===== config.mk =====
export PLATFORM = sky130hd
export DESIGN_NAME = lcdsd_top
export DESIGN_NICKNAME = d
export VERILOG_FILES = /design/src/hw/lcdsd_pkg.sv /design/src/hw/lcdsd_top.sv
export SDC_FILE = /design/constraint.sdc
export NUM_CORES = 1
export LEC_CHECK = 0
export ABC_CLOCK_PERIOD_IN_PS = 5600
export BUFFER_PORTS_ARGS = -buffer_cell sky130_fd_sc_hd__buf_2
export CELL_PAD_IN_SITES_DETAIL_PLACEMENT = 1
export CELL_PAD_IN_SITES_GLOBAL_PLACEMENT = 1
export CORE_AREA = 2 2 290 292
export CTS_CLUSTER_SIZE = 8
export DETAILED_ROUTE_END_ITERATION = 7
export DIE_AREA = 0 0 292 294
export GPL_ROUTABILITY_DRIVEN = 0
export HOLD_SLACK_MARGIN = 0.03
export PLACE_DENSITY = 0.48
export REMOVE_ABC_BUFFERS = 1
export SETUP_SLACK_MARGIN = 0.4
export SYNTH_ARGS = -nofsm -noshare
export SYNTH_HDL_FRONTEND = slang
export SYNTH_SLANG_ARGS = --single-unit

===== constraint.sdc =====
create_clock -name i_ref_clk -period 5.6 [get_ports i_ref_clk]
set_input_delay 0.28 -clock i_ref_clk [delete_from_list [all_inputs] [get_ports i_ref_clk]]
set_output_delay 0.28 -clock i_ref_clk [all_outputs]
set_load 0.01 [all_outputs]

===== src/hw/lcdsd_pkg.sv =====
// constants shared by the segment display driver
// Summary of operation
// - both pin-function registers reset to zero and take 8-bit writes.
// - zero selects segment pins, all ones selects port pins; nothing else allowed.
// - each pin-function register is written once per reset.
// - display byte holds data in low nibble, blink selects in high nibble.
// - blink bit n+4 pairs with data bit n of the same byte.
// - usable display memory starts at base and spans 24, 32 or 40 bytes.
// - byte offset picks the segment pin, bit picks the common slot.
// - blink needs blink bit, global blink enable and data bit all set.
// - memory bytes not used for display act as plain read/write memory.
// - output enable drives unselect waveform on all common pins and on segment pins not handed to a port; fourth common floats unless four-division.
// - blink period select chooses a 0.5 s or 1.0 s blink cycle.
// - display-on bit turns the display on after output enable.
// - commons cycle by division count; static uses the static common pin.
// - three-division mode uses commons 0 to 2 and floats the fourth.
// - data bits 0 to 3 read in slots 0 to 3; 1 selects.
// - static mode ignores data bits 1 to 3.
// - segment pin count is 24, 32 or 40 matching display memory.
// - segments 24-31 and 32-39 share port 9 and 8 pins when selected.
// - display off unselects, output disable grounds, booster disable stops booster.
// - blink clock comes from the timer tick; lit only while it is one.
package lcdsd_pkg;
   localparam logic [15:0] ADDR_PORT8_FUNC = 16'hff58;
   localparam logic [15:0] ADDR_PORT9_FUNC = 16'hff59;
   localparam logic [15:0] ADDR_MODE     = 16'hff90;
   localparam logic [15:0] ADDR_CLKFRM   = 16'hff91;
   localparam logic [15:0] ADDR_STATSEL  = 16'hff92;
   localparam logic [15:0] ADDR_RAM_BASE = 16'hfa00;
   localparam logic [7:0]  RESET_BYTE    = 8'h00;
   localparam logic [7:0]  PF_SEGMENT    = 8'h00;
   localparam logic [7:0]  PF_PORT       = 8'hff;
   localparam int          BIT_DISP_ON   = 7;
   localparam int          BIT_OUT_EN    = 6;
   localparam int          BIT_BOOST     = 5;
   localparam int          BIT_BLINK_SEL = 4;
   localparam int          BIT_BLINK_EN  = 3;
   localparam int          BIT_MODE0     = 0;
   localparam int          BLINK_TICKS_SHORT = 1;
   localparam int          BLINK_TICKS_LONG  = 2;
   localparam int          SEG_PORT9_FIRST   = 24;
   localparam int          SEG_PORT8_FIRST   = 32;
   typedef enum logic [1:0] {LCDSD_GND, LCDSD_UNSEL, LCDSD_NSEL, LCDSD_SEL} lcdsd_drive_t;
endpackage


===== src/hw/lcdsd_top.sv =====
// segment display controller: registers, display memory, common and segment drive
`timescale 1ns/1ps
module lcdsd_top #(
   parameter int NUM_SEG   = 40,
   parameter int SHARED    = 1,
   parameter int SLOT_DIV  = 64
) (
   input  wire logic                i_ref_clk,
   input  wire logic                i_resetn,
   input  wire logic                i_wr,
   input  wire logic                i_rd,
   input  wire logic [15:0]         i_addr,
   input  wire logic [7:0]          i_wdata,
   input  wire logic                i_blink_tick,
   input  wire logic                i_four_div,
   output logic [7:0]               o_rdata,
   output logic [1:0]               o_seg [NUM_SEG],
   output logic [1:0]               o_com [4],
   output logic                     o_com_fourth_oe,
   output logic [1:0]               o_scom,
   output logic [7:0]               o_port8,
   output logic [7:0]               o_port9,
   output logic                     o_port8_sel,
   output logic                     o_port9_sel,
   output logic                     o_booster_on
);
   // ****************************
   // registers
   // ****************************
   logic [7:0] p8_func_q, p9_func_q, mode_q, clkfrm_q, statsel_q;
   logic       p8_done_q, p9_done_q;
   logic [7:0] ram_q [NUM_SEG];
   logic       tick_s1_q, tick_s2_q, tick_s3_q, four_s1_q, four_s2_q;
   logic       blink_clk_q;
   logic [1:0] blink_cnt_q;
   logic [15:0] div_q;
   logic [1:0] slot_q;
   wire        in_ram = i_addr >= lcdsd_pkg::ADDR_RAM_BASE &&
                        i_addr < lcdsd_pkg::ADDR_RAM_BASE + 16'(NUM_SEG);
   wire [15:0] ram_off = i_addr - lcdsd_pkg::ADDR_RAM_BASE;

   always_ff @(posedge i_ref_clk or negedge i_resetn) begin
      if (!i_resetn) begin
         p8_func_q <= lcdsd_pkg::RESET_BYTE;
         p9_func_q <= lcdsd_pkg::RESET_BYTE;
         p8_done_q <= 1'b0;
         p9_done_q <= 1'b0;
      end else if (i_wr) begin
         if (i_addr == lcdsd_pkg::ADDR_PORT8_FUNC && !p8_done_q) begin
            p8_func_q <= i_wdata;
            p8_done_q <= 1'b1;
         end else if (i_addr == lcdsd_pkg::ADDR_PORT9_FUNC && !p9_done_q) begin
            p9_func_q <= i_wdata;
            p9_done_q <= 1'b1;
         end
      end
   end

   always_ff @(posedge i_ref_clk or negedge i_resetn) begin
      if (!i_resetn) begin
         mode_q    <= lcdsd_pkg::RESET_BYTE;
         clkfrm_q  <= lcdsd_pkg::RESET_BYTE;
         statsel_q <= lcdsd_pkg::RESET_BYTE;
      end else if (i_wr) begin
         if (i_addr == lcdsd_pkg::ADDR_MODE) begin
            mode_q <= i_wdata;
         end else if (i_addr == lcdsd_pkg::ADDR_CLKFRM) begin
            clkfrm_q <= i_wdata;
         end else if (i_addr == lcdsd_pkg::ADDR_STATSEL) begin
            statsel_q <= i_wdata;
         end
      end
   end

   // display memory holds no reset value, like ordinary memory
   always_ff @(posedge i_ref_clk) begin
      if (i_wr && in_ram) begin
         ram_q[ram_off[5:0]] <= i_wdata;
      end
   end

   always_ff @(posedge i_ref_clk or negedge i_resetn) begin
      if (!i_resetn) begin
         o_rdata <= 8'h00;
      end else if (i_rd) begin
         if (in_ram) begin
            o_rdata <= ram_q[ram_off[5:0]];
         end else if (i_addr == lcdsd_pkg::ADDR_MODE) begin
            o_rdata <= mode_q;
         end else if (i_addr == lcdsd_pkg::ADDR_CLKFRM) begin
            o_rdata <= clkfrm_q;
         end else if (i_addr == lcdsd_pkg::ADDR_STATSEL) begin
            o_rdata <= statsel_q;
         end else begin
            o_rdata <= 8'h00;
         end
      end
   end

   // ****************************
   // synchronisers and blink clock
   // ****************************
   always_ff @(posedge i_ref_clk or negedge i_resetn) begin
      if (!i_resetn) begin
         tick_s1_q <= 1'b0;
         tick_s2_q <= 1'b0;
         tick_s3_q <= 1'b0;
         four_s1_q <= 1'b0;
         four_s2_q <= 1'b0;
      end else begin
         tick_s1_q <= i_blink_tick;
         tick_s2_q <= tick_s1_q;
         tick_s3_q <= tick_s2_q;
         four_s1_q <= i_four_div;
         four_s2_q <= four_s1_q;
      end
   end

   // each timer interval tick counts toward a blink half-period
   wire tick_rise = tick_s2_q && !tick_s3_q;
   wire [1:0] blink_len = mode_q[lcdsd_pkg::BIT_BLINK_SEL] ?
                          2'(lcdsd_pkg::BLINK_TICKS_LONG) : 2'(lcdsd_pkg::BLINK_TICKS_SHORT);
   always_ff @(posedge i_ref_clk or negedge i_resetn) begin
      if (!i_resetn) begin
         blink_cnt_q <= 2'd0;
         blink_clk_q <= 1'b1;
      end else if (tick_rise) begin
         if (blink_cnt_q + 2'd1 >= blink_len) begin
            blink_cnt_q <= 2'd0;
            blink_clk_q <= !blink_clk_q;
         end else begin
            blink_cnt_q <= blink_cnt_q + 2'd1;
         end
      end
   end

   // ****************************
   // common slot sequencer
   // ****************************
   // static mode when mode bit 0 is clear; four or three divisions otherwise
   wire       static_mode = !mode_q[lcdsd_pkg::BIT_MODE0];
   wire [1:0] last_slot   = static_mode ? 2'd0 : (four_s2_q ? 2'd3 : 2'd2);
   wire       running     = mode_q[lcdsd_pkg::BIT_OUT_EN];
   always_ff @(posedge i_ref_clk or negedge i_resetn) begin
      if (!i_resetn) begin
         div_q  <= 16'h0000;
         slot_q <= 2'd0;
      end else if (!running) begin
         div_q  <= 16'h0000;
         slot_q <= 2'd0;
      end else if (div_q == 16'(SLOT_DIV - 1)) begin
         div_q  <= 16'h0000;
         slot_q <= (slot_q >= last_slot) ? 2'd0 : slot_q + 2'd1;
      end else begin
         div_q  <= div_q + 16'h0001;
         // static forces slot 0 at once, so a mid-frame switch never reads bits 1 to 3
         slot_q <= static_mode ? 2'd0 : slot_q;
      end
   end

   // ****************************
   // pin drive
   // ****************************
   wire disp_on  = mode_q[lcdsd_pkg::BIT_DISP_ON];
   wire blink_en = mode_q[lcdsd_pkg::BIT_BLINK_EN];
   wire port8_mode = SHARED != 0 && p8_func_q == lcdsd_pkg::PF_PORT;
   wire port9_mode = SHARED != 0 && p9_func_q == lcdsd_pkg::PF_PORT;
   wire [1:0] lvl_idle = running ? 2'(lcdsd_pkg::LCDSD_UNSEL) : 2'(lcdsd_pkg::LCDSD_GND);

   always_ff @(posedge i_ref_clk or negedge i_resetn) begin
      if (!i_resetn) begin
         for (int c = 0; c < 4; c++) begin
            o_com[c] <= 2'(lcdsd_pkg::LCDSD_GND);
         end
         o_scom    <= 2'(lcdsd_pkg::LCDSD_GND);
         o_com_fourth_oe <= 1'b0;
      end else begin
         o_com_fourth_oe <= running && !static_mode && four_s2_q;
         for (int c = 0; c < 4; c++) begin
            if (!running || !disp_on || static_mode) begin
               o_com[c] <= lvl_idle;
            end else begin
               o_com[c] <= (slot_q == 2'(c)) ? 2'(lcdsd_pkg::LCDSD_SEL)
                                             : 2'(lcdsd_pkg::LCDSD_NSEL);
            end
         end
         o_scom <= (running && disp_on && static_mode) ? 2'(lcdsd_pkg::LCDSD_SEL)
                                                       : lvl_idle;
      end
   end

   always_ff @(posedge i_ref_clk or negedge i_resetn) begin
      if (!i_resetn) begin
         for (int s = 0; s < NUM_SEG; s++) begin
            o_seg[s] <= 2'(lcdsd_pkg::LCDSD_GND);
         end
      end else begin
         for (int s = 0; s < NUM_SEG; s++) begin
            logic [1:0] bsel;
            logic       dbit, lit, port_pin;
            bsel = static_mode ? 2'd0 : slot_q;
            dbit = ram_q[s][bsel];
            lit  = dbit && (!(blink_en && ram_q[s][bsel + 3'd4]) || blink_clk_q);
            port_pin = (s >= lcdsd_pkg::SEG_PORT8_FIRST) ? port8_mode
                     : (s >= lcdsd_pkg::SEG_PORT9_FIRST) ? port9_mode : 1'b0;
            if (port_pin) begin
               // a pin handed to its port carries no segment drive
               o_seg[s] <= 2'(lcdsd_pkg::LCDSD_GND);
            end else if (!running || !disp_on) begin
               o_seg[s] <= lvl_idle;
            end else begin
               o_seg[s] <= lit ? 2'(lcdsd_pkg::LCDSD_SEL) : 2'(lcdsd_pkg::LCDSD_NSEL);
            end
         end
      end
   end

   // shared pins: port mode hands the pin to the port and grounds its segment drive
   always_ff @(posedge i_ref_clk or negedge i_resetn) begin
      if (!i_resetn) begin
         o_port8_sel  <= 1'b0;
         o_port9_sel  <= 1'b0;
         o_port8      <= 8'h00;
         o_port9      <= 8'h00;
         o_booster_on <= 1'b0;
      end else begin
         o_port8_sel  <= port8_mode;
         o_port9_sel  <= port9_mode;
         o_port8      <= p8_func_q;
         o_port9      <= p9_func_q;
         o_booster_on <= mode_q[lcdsd_pkg::BIT_BOOST];
      end
   end

   // ****************************
   // checks
   // ****************************
   chk_port8_once: assert property (
      @(posedge i_ref_clk) disable iff (!i_resetn)
      p8_done_q |=> $stable(p8_func_q)) else $error("port 8 function changed twice");

   chk_port9_once: assert property (
      @(posedge i_ref_clk) disable iff (!i_resetn)
      p9_done_q |=> $stable(p9_func_q)) else $error("port 9 function changed twice");

   chk_idle_ground: assert property (
      @(posedge i_ref_clk) disable iff (!i_resetn)
      !running && !$past(running) |=> o_scom == 2'(lcdsd_pkg::LCDSD_GND))
      else $error("static common not grounded");

   chk_output_ground: assert property (
      @(posedge i_ref_clk) disable iff (!i_resetn)
      !running |=> o_com[0] == 2'(lcdsd_pkg::LCDSD_GND) && o_seg[0] == 2'(lcdsd_pkg::LCDSD_GND))
      else $error("pins not grounded with output disabled");

   chk_fourth_float: assert property (
      @(posedge i_ref_clk) disable iff (!i_resetn)
      (!four_s2_q ##1 !four_s2_q) |=> !o_com_fourth_oe) else $error("fourth common driven");

   chk_fourth_driven: assert property (
      @(posedge i_ref_clk) disable iff (!i_resetn)
      running && !static_mode && four_s2_q |=> o_com_fourth_oe)
      else $error("fourth common not driven");

   chk_booster_follow: assert property (
      @(posedge i_ref_clk) disable iff (!i_resetn)
      $rose(mode_q[lcdsd_pkg::BIT_BOOST]) |=> o_booster_on) else $error("booster not started");

   chk_booster_stop: assert property (
      @(posedge i_ref_clk) disable iff (!i_resetn)
      $fell(mode_q[lcdsd_pkg::BIT_BOOST]) |=> !o_booster_on) else $error("booster not stopped");

   chk_slot_range: assert property (
      @(posedge i_ref_clk) disable iff (!i_resetn)
      static_mode && $past(static_mode) |-> slot_q == 2'd0) else $error("static slot moved");

   chk_slot_hold: assert property (
      @(posedge i_ref_clk) disable iff (!i_resetn)
      running && !static_mode && div_q != 16'(SLOT_DIV - 1) |=> $stable(slot_q))
      else $error("slot moved before its time");

   chk_slot_wrap: assert property (
      @(posedge i_ref_clk) disable iff (!i_resetn)
      running && div_q == 16'(SLOT_DIV - 1) && slot_q >= last_slot |=> slot_q == 2'd0)
      else $error("slot sequence did not wrap");

   chk_one_common: assert property (
      @(posedge i_ref_clk) disable iff (!i_resetn)
      running && disp_on && !static_mode ##1 running && disp_on && !static_mode |->
      $onehot({o_com[0] == 2'(lcdsd_pkg::LCDSD_SEL), o_com[1] == 2'(lcdsd_pkg::LCDSD_SEL),
               o_com[2] == 2'(lcdsd_pkg::LCDSD_SEL), o_com[3] == 2'(lcdsd_pkg::LCDSD_SEL)}))
      else $error("common select not one-hot");

   chk_static_scom: assert property (
      @(posedge i_ref_clk) disable iff (!i_resetn)
      running && disp_on && static_mode |=> o_scom == 2'(lcdsd_pkg::LCDSD_SEL))
      else $error("static common not selected");

   chk_seg_off: assert property (
      @(posedge i_ref_clk) disable iff (!i_resetn)
      running && !disp_on ##1 running && !disp_on |-> o_seg[0] == 2'(lcdsd_pkg::LCDSD_UNSEL))
      else $error("segment not unselected");

   chk_pf_reset: assert property (
      @(posedge i_ref_clk) disable iff (!i_resetn)
      !p9_done_q |-> p9_func_q == 8'h00) else $error("port 9 function not cleared");

   chk_port8_reset: assert property (
      @(posedge i_ref_clk) disable iff (!i_resetn)
      !p8_done_q |-> p8_func_q == 8'h00) else $error("port 8 function not cleared");

   chk_port_sel: assert property (
      @(posedge i_ref_clk) disable iff (!i_resetn)
      p8_func_q == 8'hff ##1 p8_func_q == 8'hff |-> o_port8_sel) else $error("port mode missed");

   chk_shared_ground: assert property (
      @(posedge i_ref_clk) disable iff (!i_resetn)
      port8_mode && NUM_SEG > lcdsd_pkg::SEG_PORT8_FIRST |=>
      o_seg[NUM_SEG - 1] == 2'(lcdsd_pkg::LCDSD_GND)) else $error("port pin carries segment");

   chk_blink_hold: assert property (
      @(posedge i_ref_clk) disable iff (!i_resetn)
      !tick_rise |=> $stable(blink_clk_q)) else $error("blink clock moved without tick");

   chk_blink_short: assert property (
      @(posedge i_ref_clk) disable iff (!i_resetn)
      tick_rise && !mode_q[lcdsd_pkg::BIT_BLINK_SEL] |=> blink_clk_q != $past(blink_clk_q))
      else $error("short blink did not toggle");

   chk_read_ram: assert property (
      @(posedge i_ref_clk) disable iff (!i_resetn)
      i_rd && in_ram |=> o_rdata == $past(ram_q[ram_off[5:0]]))
      else $error("display memory read wrong");

   chk_write_ram: assert property (
      @(posedge i_ref_clk) disable iff (!i_resetn)
      i_wr && in_ram |=> ram_q[$past(ram_off[5:0])] == $past(i_wdata))
      else $error("display memory write lost");
endmodule


==> impl_metrics.toml <==
[global_routing]
grt_first_pass_wirelength_um = 104000
grt_pass1_vias = 14100
grt_overflow_total = 0
grt.total_usage_pct = 16.8
grt_max_degree = 91
antenna_found_initial = 3

[route]
vias_per_cell = 4.96
drc = 0
wirelength_um = 71400
wl_per_cell_um = 27.0
vias = 13100
ant_nets = 0
dr.pass1.iters = 5
first_iter_violations = 824

[critical_path]
cpPeakStageDelay_ns = 0.73
worstPathArrival_ns = 3.19
cp-end-kind = "flop"
crit_chain = "buf_2 -> or2_2 -> a2111oi_4 -> buf_4 -> and3b_1 -> nand3_1 -> nor2_1"
r2r_slack_ns = 2.65
cp.required_ns = 5.84
startpoint_type = "input pin"
path_class = "in -> reg"
path_max_fanout = 24
crit_path_top_delay_cell = "nor2_1"

[clock_network]
cts_root_buf = "clkbuf_16"
clk_latency_ns = 0.61
clkSlewWorstSetupHoldPaths_ns = 0.05
cts_resized = 0
cts_tree = "built"
cts_sinks = 506
cts-htree-levels = 3
post_cts_buffers = 0
cts_buffers = 73
ctsHoldBuffers = 3
clock_path_buffers = 3

[power_and_ir_drop]
total_leakage_power_nw = 9.65
ir_drop_uv = 210
p_per_area_mw_per_mm2 = 327

[yosys]
postSynthCellCount = 1338
ys_seq_area_share_pct = 65.1
yosys_warnings = 0
synth_ff_type = "edfxtp_1"
synth-edff-count = 360
ys_seq_elements = 506
async_flop_share_pct = 28.9
synth_area_mm2 = 0.0222
syn_area_per_cell_um2 = 16.6
synthDistinctLibCells = 60

[floorplan]
io_pins = 148
die_w_um = 292
die_area_mm2 = 0.0858
die_height_um = 294
core_mm2 = 0.0829
rows = 106
initial_utilization_pct = 26.8

[sta]
slew_violations = 0
relSlewSlack_pct = 6.15
finClkSkew_ns = 0.0232
timing.fmax_ghz = 0.339
fin_tns_setup_ns = 0
worst_pin_slew_ns = 1.40
min_period_ns = 2.95
period_share_pct = 52.7
rsz0062_at_grt = "no"
hold_slack_ns = 0.206
finalHoldViolations = 0
finalSetupViolations = 0

[cells_and_area]
layout-drive-gt1-share_pct = 30.7
nets = 1548
synthToLayoutAreaGrowth_pct = 18.2
final_cell_count_no_fill = 2645
antennaDiodeCount = 0

[placed_design]
dp.cells = 2510
io_buffers = 147
hpwlAfterDp_um = 45900

[job]
drv_cap = 0

[hold_path]
hold_path.class = "in -> reg"

[run_status]
status = "completed"
==> where the power goes <==
group / total [mW] / internal [mW] / switching, mW
registers: 4.08 / 4.07 / 0.0169
clock network: 4.14 / 2.50 / 1.64
logic: 0.359 / 0.110 / 0.249
total: 8.58 / 6.68 / 1.91
==> cell type report <==
cell class / count / area (µm²)
Fill cell: 8568 / 56600
Multi-Input combinational cell: 738 / 7250
Clock inverter: 6 / 82.6
Timing Repair Buffer: 175 / 1000
Inverter: 14 / 52.6
Sequential cell: 506 / 14500
Clock buffer: 126 / 2070
Tap cell: 1080 / 1350
==> per-stage QoR <==
stage          power, mW  setup WS [ns]  area, µm²  utilization, %
5_1_grt             8.89           2.37      26300            31.7
4_1_cts             8.71           2.43      26300            31.7
6_report            8.58           2.65      26300            31.7
2_1_floorplan       4.27           1.58      21700               -
3_5_place_dp        4.52           1.79      24100            29.1
3_3_place_gp        4.51           1.86      24100            29.1
==> flip-flops by register name, summed over array words and instances, names as in the netlist, 2 cells and up <==
register and count:
o_port8 8, clkfrm_q 8, o_seg 43, div_q 16
statsel_q 8, blink_cnt_q 2, ram_q 360, p9_func_q 8
mode_q 8, o_scom 2, o_rdata 8, o_port9 8
slot_q 2, o_com 5, p8_func_q 8
==> critical path: cells and delay by family <==
| kind | cells | cell delay (ns) |
|---|---|---|
| and+or+nand+nor | 4 | 1.96 |
| buffers and inverters | 2 | 0.56 |
| AOI/OAI and AO/OA | 1 | 0.37 |
==> final timing paths <==
path	startpoint	end	depth (start not counted)
min in group asynchronous	i_resetn	o_com[0]	2
max in group asynchronous	i_resetn	o_seg[4]	3
hold / removal	i_rd	o_rdata[7]	3
setup reg to reg	mode_q[0]	o_seg[54]	6
setup / recovery	i_addr[3]	ram_q[38][5]	7
hold reg to reg	four_s1_q	four_s2_q	0
==> logic make-up (layout without fill, tap and decap cells) <==
group	Yosys count	after routing	synth area share [%]
other cells	1	40	0.0169
flops	506	506	65.1
mux	228	228	19.8
simple gates	315	315	6.76
buf+inv	133	321	3.20
fa+ha+maj	10	10	0.563
xor+xnor	16	16	0.630
compound gates	129	129	4.00
==> synthesized netlist by cell type (all sizes together) (5+ instances only) <==
| master | number | share of area, % |
|---|---|---|
| clkbuf | 41 | 0.69 |
| a22o | 5 | 0.20 |
| mux2 | 42 | 2.1 |
| edfxtp | 360 | 49 |
| o22ai | 5 | 0.14 |
| and3 | 7 | 0.20 |
| mux2i | 21 | 0.95 |
| nand2b | 12 | 0.34 |
| buf | 78 | 2.3 |
| and2 | 8 | 0.23 |
| a211oi | 5 | 0.17 |
| nor4 | 9 | 0.32 |
| nor2 | 77 | 1.3 |
| a22oi | 13 | 0.44 |
| nand2 | 121 | 2.1 |
| xnor2 | 7 | 0.28 |
| a21oi | 38 | 0.86 |
| nand3b | 7 | 0.24 |
| nand4 | 12 | 0.34 |
| o21ai | 12 | 0.27 |
| ha | 10 | 0.56 |
| inv | 14 | 0.24 |
| a21boi | 25 | 0.84 |
| xor2 | 9 | 0.35 |
| nand3 | 25 | 0.61 |
| nor3 | 11 | 0.25 |
| dfrtp | 145 | 16 |
| a221oi | 7 | 0.28 |
| nor2b | 6 | 0.17 |
| mux4 | 165 | 17 |
==> cells in the final DEF (no fill, tap or decap), types with 5 or more instances in the layout <==
cell type and count:
edfxtp_1 360, mux4_2 165, dfrtp_1 144, buf_2 140
nand2_1 119, nor2_1 77, clkbuf_16 75, clkbuf_1 51
mux2_2 42, conb_1 40, a21oi_1 38, buf_4 28
a21boi_0 25, nand3_1 23, mux2i_1 21, inv_1 14
a22oi_1 13, nand4_1 12, nand2b_1 12, nor3_1 10
o21ai_0 10, xor2_1 9, ha_1 9, and2_1 8
nor4_1 7, and3_1 7, xnor2_1 7, nand3b_1 7
a221oi_1 7, nor2b_1 5, a22o_1 5, a211oi_1 5
o22ai_1 5
==> routing by layer <==
metal	global-route usage (%)	vias up	wire length, µm
met3	3.86	102	4320
met1	22.9	7047	31500
met2	26.9	423	33700
li1	-	5530	-
met4	5.03	4	1860
met5	0	-	22
(Power assumes the default switching activity.)
